==> src/rcw_map.svh <==
// Offsets, field positions, reset values and timing counts of the counter block
`ifndef RCW_MAP_SVH
`define RCW_MAP_SVH

// ****************************************************************
// Register byte offsets (low address byte decoded)
// ****************************************************************
`define CFG_OFS 8'h00
`define COUNT_OFS 8'h04
`define ADD_OFS 8'h08
`define WDCLR_OFS 8'h0c
`define WDCTL_OFS 8'h10
`define ISTAT_OFS 8'h14
`define IMASK_OFS 8'h18

// ****************************************************************
// Field positions and reset values
// ****************************************************************
`define CFG_SRC_BIT 5
`define CFG_EDGE_BIT 4
`define CFG_ASSIGN_BIT 3
`define CFG_RESET 8'hff
`define RESET_VECTOR 11'h7ff

// ****************************************************************
// Timing counts
// ****************************************************************
`define WDT_BASE_DIV 256

`endif

==> src/rcw_pkg.sv <==
// Types shared by the counter, watchdog and scaler block
`default_nettype none
package rcw_pkg;

    // Whole state of the block, registered as one word
    typedef struct packed {
        logic [1:0] sync;
        logic pin_prev;
        logic [7:0] cfg;
        logic [7:0] counter;
        logic [7:0] scaler;
        logic [15:0] base;
        logic [7:0] wdt;
        logic wdt_en;
        logic status;
        logic mask;
        logic irq;
        logic wrap_irq;
        logic wdt_reset;
        logic [10:0] vector;
        logic a_sel;
        logic a_wr;
        logic [7:0] a_addr;
        logic [31:0] hrdata;
        logic hready;
        logic hresp;
    } state_t;

endpackage : rcw_pkg

`default_nettype wire

==> src/rt_counter_watchdog_scaler.sv <==
// Real-time counter, watchdog timer and shared scaler behind an AHB-Lite slave
//
// Function
// 8-bit counter advances each cycle or on qualifying external pin edge.
// 8-bit scaler assigned to counter extends its range to 16 bits.
// Config bit 5 clear counts cycles, set counts external pin edges.
// Config bit 4 set counts falling edges, clear counts rising edges.
// Counter wrap from ff to 00 raises an interrupt request.
// No pending flag records counter overflow; software samples the counter.
// Writing the counter clears the scaler when scaler belongs to counter.
// Assign bit 3 set: watchdog clocks scaler, scaler postscales timeout.
// Assign bit clear: scaler output clocks the counter.
// Three-bit rate field sets the divide ratio in both assignments.
// Scaler count is never readable or writable by software.
// Scaler serves only one of counter or watchdog at a time.
// Watchdog expiry resets the device and loads the top program address.
// Return-with-literal adds the literal to the counter value.
// Rate n divides by 2^(n+1) for counter, 2^n for watchdog.
// External pin synchronised before edge detect; one increment per edge.
// Watchdog runs from free time base, requests reset at terminal count; here the base runs only while enabled.
//
// Chosen here: the register addresses and the AHB-Lite slave port.
`timescale 1ns/10ps
`default_nettype none
`include "rcw_map.svh"

module rt_counter_watchdog_scaler
    import rcw_pkg::*;
#(
    parameter int WDT_BASE_DIV = `WDT_BASE_DIV
) (
    input wire logic i_clk, // Instruction-cycle clock
    input wire logic i_rstn, // Synchronous reset, active low
    input wire logic i_count_pin, // External count pin, asynchronous
    input wire logic i_hsel, // AHB slave select
    input wire logic [31:0] i_haddr, // AHB address
    input wire logic [1:0] i_htrans, // AHB transfer type
    input wire logic i_hwrite, // AHB write
    input wire logic [2:0] i_hsize, // AHB size
    input wire logic [31:0] i_hwdata, // AHB write data
    input wire logic i_hready, // AHB bus ready
    output logic [31:0] o_hrdata, // AHB read data
    output logic o_hreadyout, // AHB ready out
    output logic o_hresp, // AHB response, always OKAY
    output logic o_irq, // Level interrupt from masked status
    output logic o_wrap_irq, // One-cycle counter wrap request
    output logic o_wdt_reset, // One-cycle watchdog reset request
    output logic [10:0] o_reset_vector // Program counter load value
);

    // ****************************************************************
    // State and decode
    // ****************************************************************
    state_t st;
    state_t nx;
    logic wr_cfg;
    logic wr_count;
    logic wr_add;
    logic wr_wdclr;
    logic wr_wdctl;
    logic wr_istat;
    logic wr_imask;
    logic pin_rise;
    logic pin_fall;
    logic src_tick;
    logic cnt_tick;
    logic base_tick;
    logic wdt_ovf;
    logic timeout;
    logic [7:0] cmask;
    logic [7:0] wmask;

    // Low-bit mask of the scaler that marks its terminal count
    function automatic logic [7:0] rate_mask(input logic [2:0] n,
                                             input logic pre);
        logic [8:0] m;
        m = 9'h001 << n;
        if (pre) begin
            m = m << 1;
        end
        return m[7:0] - 8'h01;
    endfunction : rate_mask

    // Data-phase write strobes from the captured address phase
    assign wr_cfg = st.a_sel && st.a_wr && st.a_addr == `CFG_OFS;
    assign wr_count = st.a_sel && st.a_wr && st.a_addr == `COUNT_OFS;
    assign wr_add = st.a_sel && st.a_wr && st.a_addr == `ADD_OFS;
    assign wr_wdclr = st.a_sel && st.a_wr && st.a_addr == `WDCLR_OFS;
    assign wr_wdctl = st.a_sel && st.a_wr && st.a_addr == `WDCTL_OFS;
    assign wr_istat = st.a_sel && st.a_wr && st.a_addr == `ISTAT_OFS;
    assign wr_imask = st.a_sel && st.a_wr && st.a_addr == `IMASK_OFS;

    // ****************************************************************
    // Tick generation
    // ****************************************************************
    // edge detect
    // Only the second sync stage and its delayed copy feed the detector
    assign pin_rise = st.sync[1] && !st.pin_prev;
    assign pin_fall = !st.sync[1] && st.pin_prev;

    // source select, R4 edge select
    assign src_tick = st.cfg[`CFG_SRC_BIT] ?
        (st.cfg[`CFG_EDGE_BIT] ? pin_fall : pin_rise) : 1'b1;

    // rate field, R15 power-of-two ratios
    assign cmask = rate_mask(st.cfg[2:0], 1'b1);
    assign wmask = rate_mask(st.cfg[2:0], 1'b0);

    // scaler clocks counter, R12 bypass when owned by watchdog
    assign cnt_tick = src_tick && (st.cfg[`CFG_ASSIGN_BIT] ||
        (st.scaler & cmask) == cmask);

    // time base, run only while the watchdog is enabled, and terminal count
    assign base_tick = st.base == 16'(WDT_BASE_DIV - 1);
    assign wdt_ovf = st.wdt_en && base_tick && st.wdt == 8'hff;

    // postscaled timeout
    assign timeout = wdt_ovf && (!st.cfg[`CFG_ASSIGN_BIT] ||
        (st.scaler & wmask) == wmask);

    // ****************************************************************
    // Next state
    // ****************************************************************
    // Bus writes win over counting in the same cycle
    always_comb begin
        nx = st;
        nx.sync = {st.sync[0], i_count_pin};
        nx.pin_prev = st.sync[1];
        nx.wrap_irq = 1'b0;
        nx.wdt_reset = 1'b0;
        nx.hresp = 1'b0;
        nx.hready = 1'b1;
        // prescale, R12 scaler follows one owner only
        if (!st.cfg[`CFG_ASSIGN_BIT] && src_tick) begin
            nx.scaler = st.scaler + 8'h01;
        end
        if (st.cfg[`CFG_ASSIGN_BIT] && wdt_ovf) begin
            nx.scaler = st.scaler + 8'h01;
        end
        // count, R5 wrap request, R6 no pending flag kept
        if (cnt_tick) begin
            nx.counter = st.counter + 8'h01;
            nx.wrap_irq = st.counter == 8'hff;
        end
        // time base runs only while the watchdog is enabled
        if (st.wdt_en) begin
            nx.base = base_tick ? 16'h0000 : st.base + 16'h0001;
            if (base_tick) begin
                nx.wdt = st.wdt + 8'h01;
            end
        end else begin
            nx.base = 16'h0000;
            nx.wdt = 8'h00;
        end
        if (wr_cfg) begin
            nx.cfg = i_hwdata[7:0];
        end
        // counter write clears an attached scaler
        if (wr_count) begin
            nx.counter = i_hwdata[7:0];
            nx.wrap_irq = 1'b0;
            if (!st.cfg[`CFG_ASSIGN_BIT]) begin
                nx.scaler = 8'h00;
            end
        end
        // literal added on interrupt return
        if (wr_add) begin
            nx.counter = st.counter + i_hwdata[7:0];
            nx.wrap_irq = 1'b0;
        end
        if (wr_wdclr) begin
            nx.base = 16'h0000;
            nx.wdt = 8'h00;
            if (st.cfg[`CFG_ASSIGN_BIT]) begin
                nx.scaler = 8'h00;
            end
        end
        if (wr_wdctl) begin
            nx.wdt_en = i_hwdata[0];
        end
        if (wr_imask) begin
            nx.mask = i_hwdata[0];
        end
        // Set beats a write-one clear in the same cycle
        nx.status = (st.status & !(wr_istat && i_hwdata[0])) | timeout;
        // expiry reinitialises config and watchdog, loads vector
        if (timeout) begin
            nx.cfg = `CFG_RESET;
            nx.wdt = 8'h00;
            nx.base = 16'h0000;
            nx.scaler = 8'h00;
            nx.wdt_reset = 1'b1;
            nx.vector = `RESET_VECTOR;
        end
        nx.irq = nx.status && nx.mask;
        // Address phase capture, whole-word transfers only
        nx.a_sel = i_hsel && i_hready && i_htrans[1] && i_hsize == 3'b010;
        nx.a_wr = i_hwrite;
        nx.a_addr = i_haddr[7:0];
        // read mux has no scaler entry; reads see this cycle's writes
        if (nx.a_sel && !i_hwrite) begin
            case (i_haddr[7:0])
                `CFG_OFS: nx.hrdata = {24'h000000, nx.cfg};
                `COUNT_OFS: nx.hrdata = {24'h000000, nx.counter};
                `WDCTL_OFS: nx.hrdata = {31'h00000000, nx.wdt_en};
                `ISTAT_OFS: nx.hrdata = {31'h00000000, nx.status};
                `IMASK_OFS: nx.hrdata = {31'h00000000, nx.mask};
                default: nx.hrdata = 32'h00000000;
            endcase
        end
    end

    // ****************************************************************
    // State register
    // ****************************************************************
    // Reset loads constants only
    always_ff @(posedge i_clk) begin
        if (!i_rstn) begin
            st <= '0;
            st.cfg <= `CFG_RESET;
            st.vector <= `RESET_VECTOR;
            st.hready <= 1'b1;
        end else begin
            st <= nx;
        end
    end

    // Outputs straight from the state flops
    assign o_hrdata = st.hrdata;
    assign o_hreadyout = st.hready;
    assign o_hresp = st.hresp;
    assign o_irq = st.irq;
    assign o_wrap_irq = st.wrap_irq;
    assign o_wdt_reset = st.wdt_reset;
    assign o_reset_vector = st.vector;
endmodule : rt_counter_watchdog_scaler

`default_nettype wire

==> config.mk <==
export PLATFORM = sky130hd
export DESIGN_NAME = rt_counter_watchdog_scaler
export DESIGN_NICKNAME = d
export VERILOG_FILES = /design/src/rcw_pkg.sv /design/src/rt_counter_watchdog_scaler.sv
export VERILOG_INCLUDE_DIRS = /design/src
export SDC_FILE = /design/constraint.sdc
export NUM_CORES = 1
export LEC_CHECK = 0
export BUFFER_PORTS_ARGS = -buffer_cell sky130_fd_sc_hd__buf_2
export CAP_MARGIN = 40
export CORE_AREA = 2 2 102 94
export DETAILED_ROUTE_END_ITERATION = 7
export DIE_AREA = 0 0 104 96
export GPL_TIMING_DRIVEN = 0
export PLACE_DENSITY = 0.87
export RECOVER_POWER = 50
export SLEW_MARGIN = 20
export SYNTH_ARGS = -nofsm -noshare
export SYNTH_HDL_FRONTEND = slang
export SYNTH_SLANG_ARGS = --single-unit
==> constraint.sdc <==
create_clock -name i_clk -period 2.11 [get_ports i_clk]
set_input_delay 0.422 -clock i_clk [delete_from_list [all_inputs] [get_ports i_clk]]
set_output_delay 0.422 -clock i_clk [all_outputs]
set_load 0.02 [all_outputs]
==> results of run 1 <==
## power by group through the flow
stage                     clock, mW  combinational [mW]  sequential (mW)
after global routing           1.36               0.280             1.44
after floorplan                   0               0.177             1.47
final                          1.31               0.262             1.44
after CTS                      1.31               0.241             1.44
after detailed placement          0               0.233             1.47
after global placement            0               0.229             1.47
## cell families after synthesis
| family | count (synthesis) | synth area share |
|---|---|---|
| and+or+nand+nor | 203 | 0.2499 |
| AOI/OAI and AO/OA | 75 | 0.1277 |
| DFF | 75 | 0.3649 |
| buffers and inverters | 64 | 0.1019 |
| xor gates and xnor gates | 38 | 0.08088 |
| muxes | 14 | 0.03466 |
| adders and majority gates | 12 | 0.03831 |
| other | 2 | 0.001825 |
## registers in the layout (all words and copies together) (netlist names)
register / cells
o_hrdata: 8
o_wrap_irq: 1
st: 62
o_irq: 1
o_wdt_reset: 1
nx: 2
## repair_timing
item / in CTS / in global routing
setup buffers: 11 / 11
resized for setup: 36 / 43
pin swaps: 9 / 22
cloned: 0 / 0
endpoints found under the setup margin: 51 / 39
## per-layer routing
layer | routed length [um] | vias up | GRT usage
met4 | 263 | 0 | 0.09459
met5 | 0 | - | 0
met1 | 4463 | 1802 | 0.2404
li1 | - | 1824 | -
met2 | 4952 | 176 | 0.3295
met3 | 812 | 32 | 0.05349
## cell usage after synthesis (all sizes together), types with 2 or more instances
| master | instances | area, um2 |
|---|---|---|
| nand3 | 23 | 115.1 |
| and3 | 7 | 43.79 |
| a31oi | 3 | 18.77 |
| nand2 | 39 | 146.4 |
| nor2 | 63 | 236.5 |
| o211ai | 3 | 22.52 |
| xnor2 | 13 | 113.9 |
| o21ai | 13 | 65.06 |
| mux2 | 2 | 22.52 |
| and2 | 19 | 121.4 |
| a21oi | 22 | 110.1 |
| o221ai | 2 | 23.77 |
| o21a | 2 | 15.01 |
| a31o | 2 | 17.52 |
| a21boi | 3 | 33.78 |
| xor2 | 25 | 219.0 |
| mux2i | 12 | 120.1 |
| and4 | 2 | 17.52 |
| conb | 2 | 7.510 |
| buf | 48 | 359.1 |
| nor3b | 2 | 15.01 |
| o31ai | 2 | 20.02 |
| or4 | 3 | 26.27 |
| nand2b | 2 | 12.51 |
| nor2b | 3 | 18.77 |
| nor4 | 5 | 46.29 |
| a221oi | 5 | 43.79 |
| ha | 11 | 137.6 |
| nand4 | 17 | 106.4 |
| a21o | 4 | 30.03 |
| inv | 12 | 45.04 |
| clkbuf | 4 | 15.01 |
| nor3 | 10 | 55.05 |
| dfxtp | 75 | 1501 |
| a22oi | 2 | 15.01 |
| or3 | 2 | 12.51 |
## through the flow
step	hold WS [ns]	setup TNS, ns	cell area, um2	power [mW]	setup WS [ns]
floorplan	0.4119	-0.02370	4269	1.643	-0.02370
global placement	0.4182	-6.932	4602	1.697	-0.4038
detailed placement	0.4263	-8.631	4602	1.701	-0.4347
CTS	0.2488	-0.5081	5024	2.989	-0.06399
global route	0.2476	-2.165	5258	3.083	-0.1949
finish	0.2530	-0.5325	5258	3.006	-0.1087
## worst max-delay path by stage
stage	to	depth (start not counted)	from
2_1_floorplan	o_hrdata[3]$_SDFFE_PN0P_	8	st[104]$_SDFF_PN1_
3_3_place_gp	o_hrdata[7]$_SDFFE_PN0P_	6	st[38]$_SDFF_PN0_
3_5_place_dp	o_hrdata[7]$_SDFFE_PN0P_	6	st[38]$_SDFF_PN0_
4_1_cts	o_hrdata[0]$_SDFFE_PN0P_	8	st[78]$_SDFF_PP0_
5_1_grt	o_hrdata[4]$_SDFFE_PN0P_	8	st[80]$_SDFF_PP0_
6_report	o_hrdata[4]$_SDFFE_PN0P_	8	st[80]$_SDFF_PP0_
## cell type report
type                            count  area [um2]
Inverter                           12       47.55
Fill cell                         747        3661
Tap cell                          122       152.6
Timing Repair Buffer               57       330.3
Buffer                             51       379.1
Sequential cell                    75        1525
Clock inverter                      7       108.9
Clock buffer                        9       123.9
Multi-Input combinational cell    379        2590
==> impl_metrics.toml, run 1 <==
[placement]
io_buffers = 36
dp_cells = 676
place.gp.congestion = 0.8969
place_hpwl_um = 7006

[setup_path]
cp_num_buf_inv = 1
crit_arrival_ns = 2.54
crit_fanout = 8
cpPeakStageDelay_ns = 0.56
r2r_cells = 8
ff2ff_setup_slack_ns = -0.11
crit_slowest_cell = "or4_4"
cp_common_cell = "a21oi_1"
cp_top_family = "simple AND/OR/NAND/NOR gates"
worstSetupEndpointType = "flop"
cp_cell_sequence = "or4_4 > nor4_4 > and2_4 > o221ai_2 > buf_6 > a21oi_1 > a21oi_1 > a21bo_2"
path_class = "reg2reg"
worst_r2r_endpoint = "o_hrdata[4]$_SDFFE_PN0P_"
reg2reg_from = "st[80]$_SDFF_PP0_"
cp.required_ns = 2.43
start_kind = "flop"

[final_layout]
stdcell_count = 712
layout-drive-gt1-share = 0.2932
layout_common_cells = "65 x buf_4, 62 x nor2_1, 62 x dfxtp_1"
fin_nets = 672
diodes = 0
fin_util = 0.5895
area_growth_pct = 27.76
mostFrequentLayoutCell = "buf_4"

[yosys]
avgSynthCellArea_um2 = 8.520
ys_warn_count = 0
synth_seq_cells = 75
async_flop_share = 0
netlist_area_um2 = 4115
synth_cell_types = 65
synth_edf_count = 0
ys_seq_area_frac = 0.3649
synth_ff_type = "dfxtp_1"
syn_inst = 483

[pwr]
leakagePower_nw = 2.198
p_clk_frac = 0.435
seqPwrFrac = 0.478
powerDensity_nw_per_um2 = 571.7
p_switching_uw = 789.7
sw_frac_of_total = 0.2627
pwr-share-comb = 0.087
peakVddDrop_mv = 0.4999
internal_power_mw = 2.216

[clocking]
cts_max_level = 3
cts_tree = "yes"
cts-root-buf = "clkbuf_8"
cts_max_path_buffers = 2
clock_latency_ns = 0.37
cts-hold-fix-buffers = 0
cts.clk_slew.worst_paths_ns = 0.09
cts.sinks = 75
tritoncts.num_buffers = 9

[min_path]
hp-start = "i_count_pin"
hp-class = "in2reg"
holdPathStages = 2
holdPathEnd = "nx[111]$_SDFF_PN0_"

[floorplan]
fp.dieW_um = 104
start_util = 0.4614
top_level_ports = 123
die_h_um = 96
core_um2 = 8919
core.rowCount = 33
die_area_um2 = 9984

[timing]
fmaxAchievable_mhz = 450.7
setup_ws_ns = -0.1087
rsz0062_at_grt = "yes"
setup_violations = 10
final.setup_skew_ns = 0.01576
slew_headroom = 0.5533
min_period_ns = 2.219
worst-slew-pin-transition_ns = 0.6607
final.period_utilization = 1.052
finalMaxSlewViolations = 0
hold_violations = 0

[grt]
antenna_found_initial = 0
grt_start_max_net_pins = 16
grt_pass1_vias = 3459
grt_pass1_wl_um = 15830
overflow = 0
track_usage = 0.1977

[run_status]
status = "finished, violations left"
violations = "setup timing"

[job]
maxCapViolations = 0

[routing]
first_iter_violations = 227
routed_via_density = 5.385
remaining_drc_errors = 0
wl_per_cell_um = 14.74
ant_nets = 0
wirelength_um = 10490
via_count = 3834
firstDrtPassIters = 7
Note: power is estimated with default switching activity, not from simulation.
==> run 2, diff against run 1 <==
Settings changed: RECOVER_POWER 50 to 25.
Clock period 2.11 ns to 1.8 ns, I/O delays scaled along.
==> run 2 against run 1 <==
  * The run still ends with setup timing left
  * Clock power is 22% higher
  * Sequential power is 17% higher
  * First-iteration DRC count is 52% higher
  * Via count up 4.0%
  * Register-to-register slack worse by 0.26 ns
  * Fmax up 2.1%
  * Final cell count increased by 0.84%
  * Non-clock buffer count grew 6
  * Final area rose by 3.6%
  * Count of clock-buffer cells in the layout rose by 3
  * Global-route usage increased by 0.95 points
  * Combinational power increased by 21%
  * Critical endpoint is now o_hrdata[0]$_SDFFE_PN0P_
  * Largest cell class unchanged
==> impl_metrics.toml, run 2 (synthesis gave the netlist of run 1 again) <==
[timing]
worst-slew-pin-transition_ns = 0.7783
fin_setup_tns_ns = -12.40
rsz0062_at_grt = "yes"
slew_headroom = 0.4792
hold_violations = 0
fmaxAchievable_mhz = 460.2
min_period_ns = 2.173
setup_ws_ns = -0.3729
finalMaxSlewViolations = 0
final.setup_skew_ns = 0.01113
final.period_utilization = 1.207
holdWs_ns = 0.2222
setup_violations = 58

[placement]
place.gp.congestion = 0.8955
placed_area_um2 = 4653
place_hpwl_um = 6862
io_buffers = 36
dp_cells = 676
post-place-ws_ns = -0.5782

[floorplan]
die_h_um = 96
top_level_ports = 123
fp.dieW_um = 104
die_area_um2 = 9984
core_um2 = 8919
start_util = 0.4614
core.rowCount = 33

[setup_path]
cpPeakStageDelay_ns = 0.54
start_kind = "flop"
cp.required_ns = 2.08
cp_cell_sequence = "or4_4 > nor4_4 > and2_4 > o221ai_2 > buf_6 > a21boi_4 > and2_4 > o31ai_2"
cp_num_buf_inv = 1
crit_fanout = 9
crit_arrival_ns = 2.45
path_class = "reg2reg"
cp_top_family = "simple AND/OR/NAND/NOR gates"
crit_slowest_cell = "or4_4"
cp_common_cell = "and2_4"
worstSetupEndpointType = "flop"

[final_layout]
fin_nets = 678
multiInputGateArea_um2 = 2683
ff_latch_area_um2 = 1533
finalInstanceArea_um2 = 5445
area_growth_pct = 32.32
largest_register = "st"
layout_common_cells = "69 x buf_4, 62 x dfxtp_1, 57 x nor2_1"
fillers = 682
fin_util = 0.6106
layout-drive-gt1-share = 0.3372
diodes = 0
largest_reg_flops = 62
mostFrequentLayoutCell = "buf_4"
stdcell_count = 718

[pwr]
pwr-share-comb = 0.088
p_total_mw = 3.605
peakVddDrop_mv = 0.5079
powerDensity_nw_per_um2 = 662.0
seqPwrFrac = 0.468
p_clk_frac = 0.445
internal_power_mw = 2.753
p_switching_uw = 852.3
sw_frac_of_total = 0.2364
leakagePower_nw = 2.294

[min_path]
hp-class = "in2reg"

[grt]
grt_pass1_vias = 3638
grt_start_max_net_pins = 13
grt_pass1_wl_um = 16590
overflow = 0
track_usage = 0.2072
antenna_found_initial = 0

[clocking]
cts.sinks = 75
clock_latency_ns = 0.36
cts-root-buf = "clkbuf_8"
cts_max_level = 3
cts-hold-fix-buffers = 0
cts_max_path_buffers = 2
cts.clk_slew.worst_paths_ns = 0.09
tritoncts.num_buffers = 9
cts_tree = "yes"

[routing]
wirelength_um = 11780
routed_via_density = 5.553
via_count = 3987
ant_nets = 0
first_iter_violations = 346
wl_per_cell_um = 16.41
remaining_drc_errors = 0
firstDrtPassIters = 6

[run_status]
violations = "setup timing"
status = "finished, violations left"

[job]
maxCapViolations = 0
==> run 2: cell count changes in the layout (fill, tap and decap cells not counted), sizes merged <==
| cell | change |
|---|---|
| buf | +18 |
| clkbuf | -9 |
| inv | -3 |
| clkinv | -2 |
| bufinv | +1 |
| clkinvlp | +1 |
==> run 2: timing repair <==
action                                  in CTS  in global routing
hold endpoints to repair                     0                  0
endpoints found under the setup margin      60                 60
gates resized for setup                     38                 47
buffers inserted                            16                 12
pin swaps                                   13                 10
==> run 2: final timing paths <==
path	from	to	slack, ns	cells after the start
worst min register to register	nx[111]$_SDFF_PN0_	nx[109]$_SDFF_PN0_	0.44	1
worst max-delay path	st[81]$_SDFF_PP0_	o_hrdata[0]$_SDFFE_PN0P_	-0.37	8
worst min-delay path	i_hwrite	st[42]$_SDFF_PN0_	0.22	2
worst max register to register	st[81]$_SDFF_PP0_	o_hrdata[0]$_SDFFE_PN0P_	-0.37	8
==> run 2: metal layers <==
| layer | wire length (um) | vias up | track usage |
|---|---|---|---|
| li1 | - | 1839 | - |
| met1 | 4402 | 1842 | 0.2361 |
| met2 | 5742 | 250 | 0.3777 |
| met3 | 1090 | 56 | 0.04130 |
| met4 | 548 | 0 | 0.1002 |
| met5 | 0 | - | 0 |
==> run 2: power by group through the flow <==
stage          Combinational [mW]  Clock (mW)  Sequential, mW
2_1_floorplan               0.213           0            1.72
3_5_place_dp                0.278           0            1.72
3_3_place_gp                0.273           0            1.72
4_1_cts                     0.292        1.59            1.68
5_1_grt                     0.337        1.68            1.69
6_report                    0.316        1.60            1.69
==> run 2: cell type report <==
type,count,share of cell area
plain buffers,50,0.07031
clock buffers,12,0.02665
inverters,12,0.008732
flip-flops and latches,75,0.2815
well taps,122,0.02803
clock inverters,4,0.01792
repair buffers,64,0.07422
multi-input cells,379,0.4926
==> run 2: worst register-to-register path: stages, from the launching register on <==
cell      delay (ns)
dfxtp_4         0.35
or4_4           0.54
nor4_4          0.30
and2_4          0.20
o221ai_2        0.10
buf_6           0.16
a21boi_4        0.15
and2_4          0.14
o31ai_2         0.16
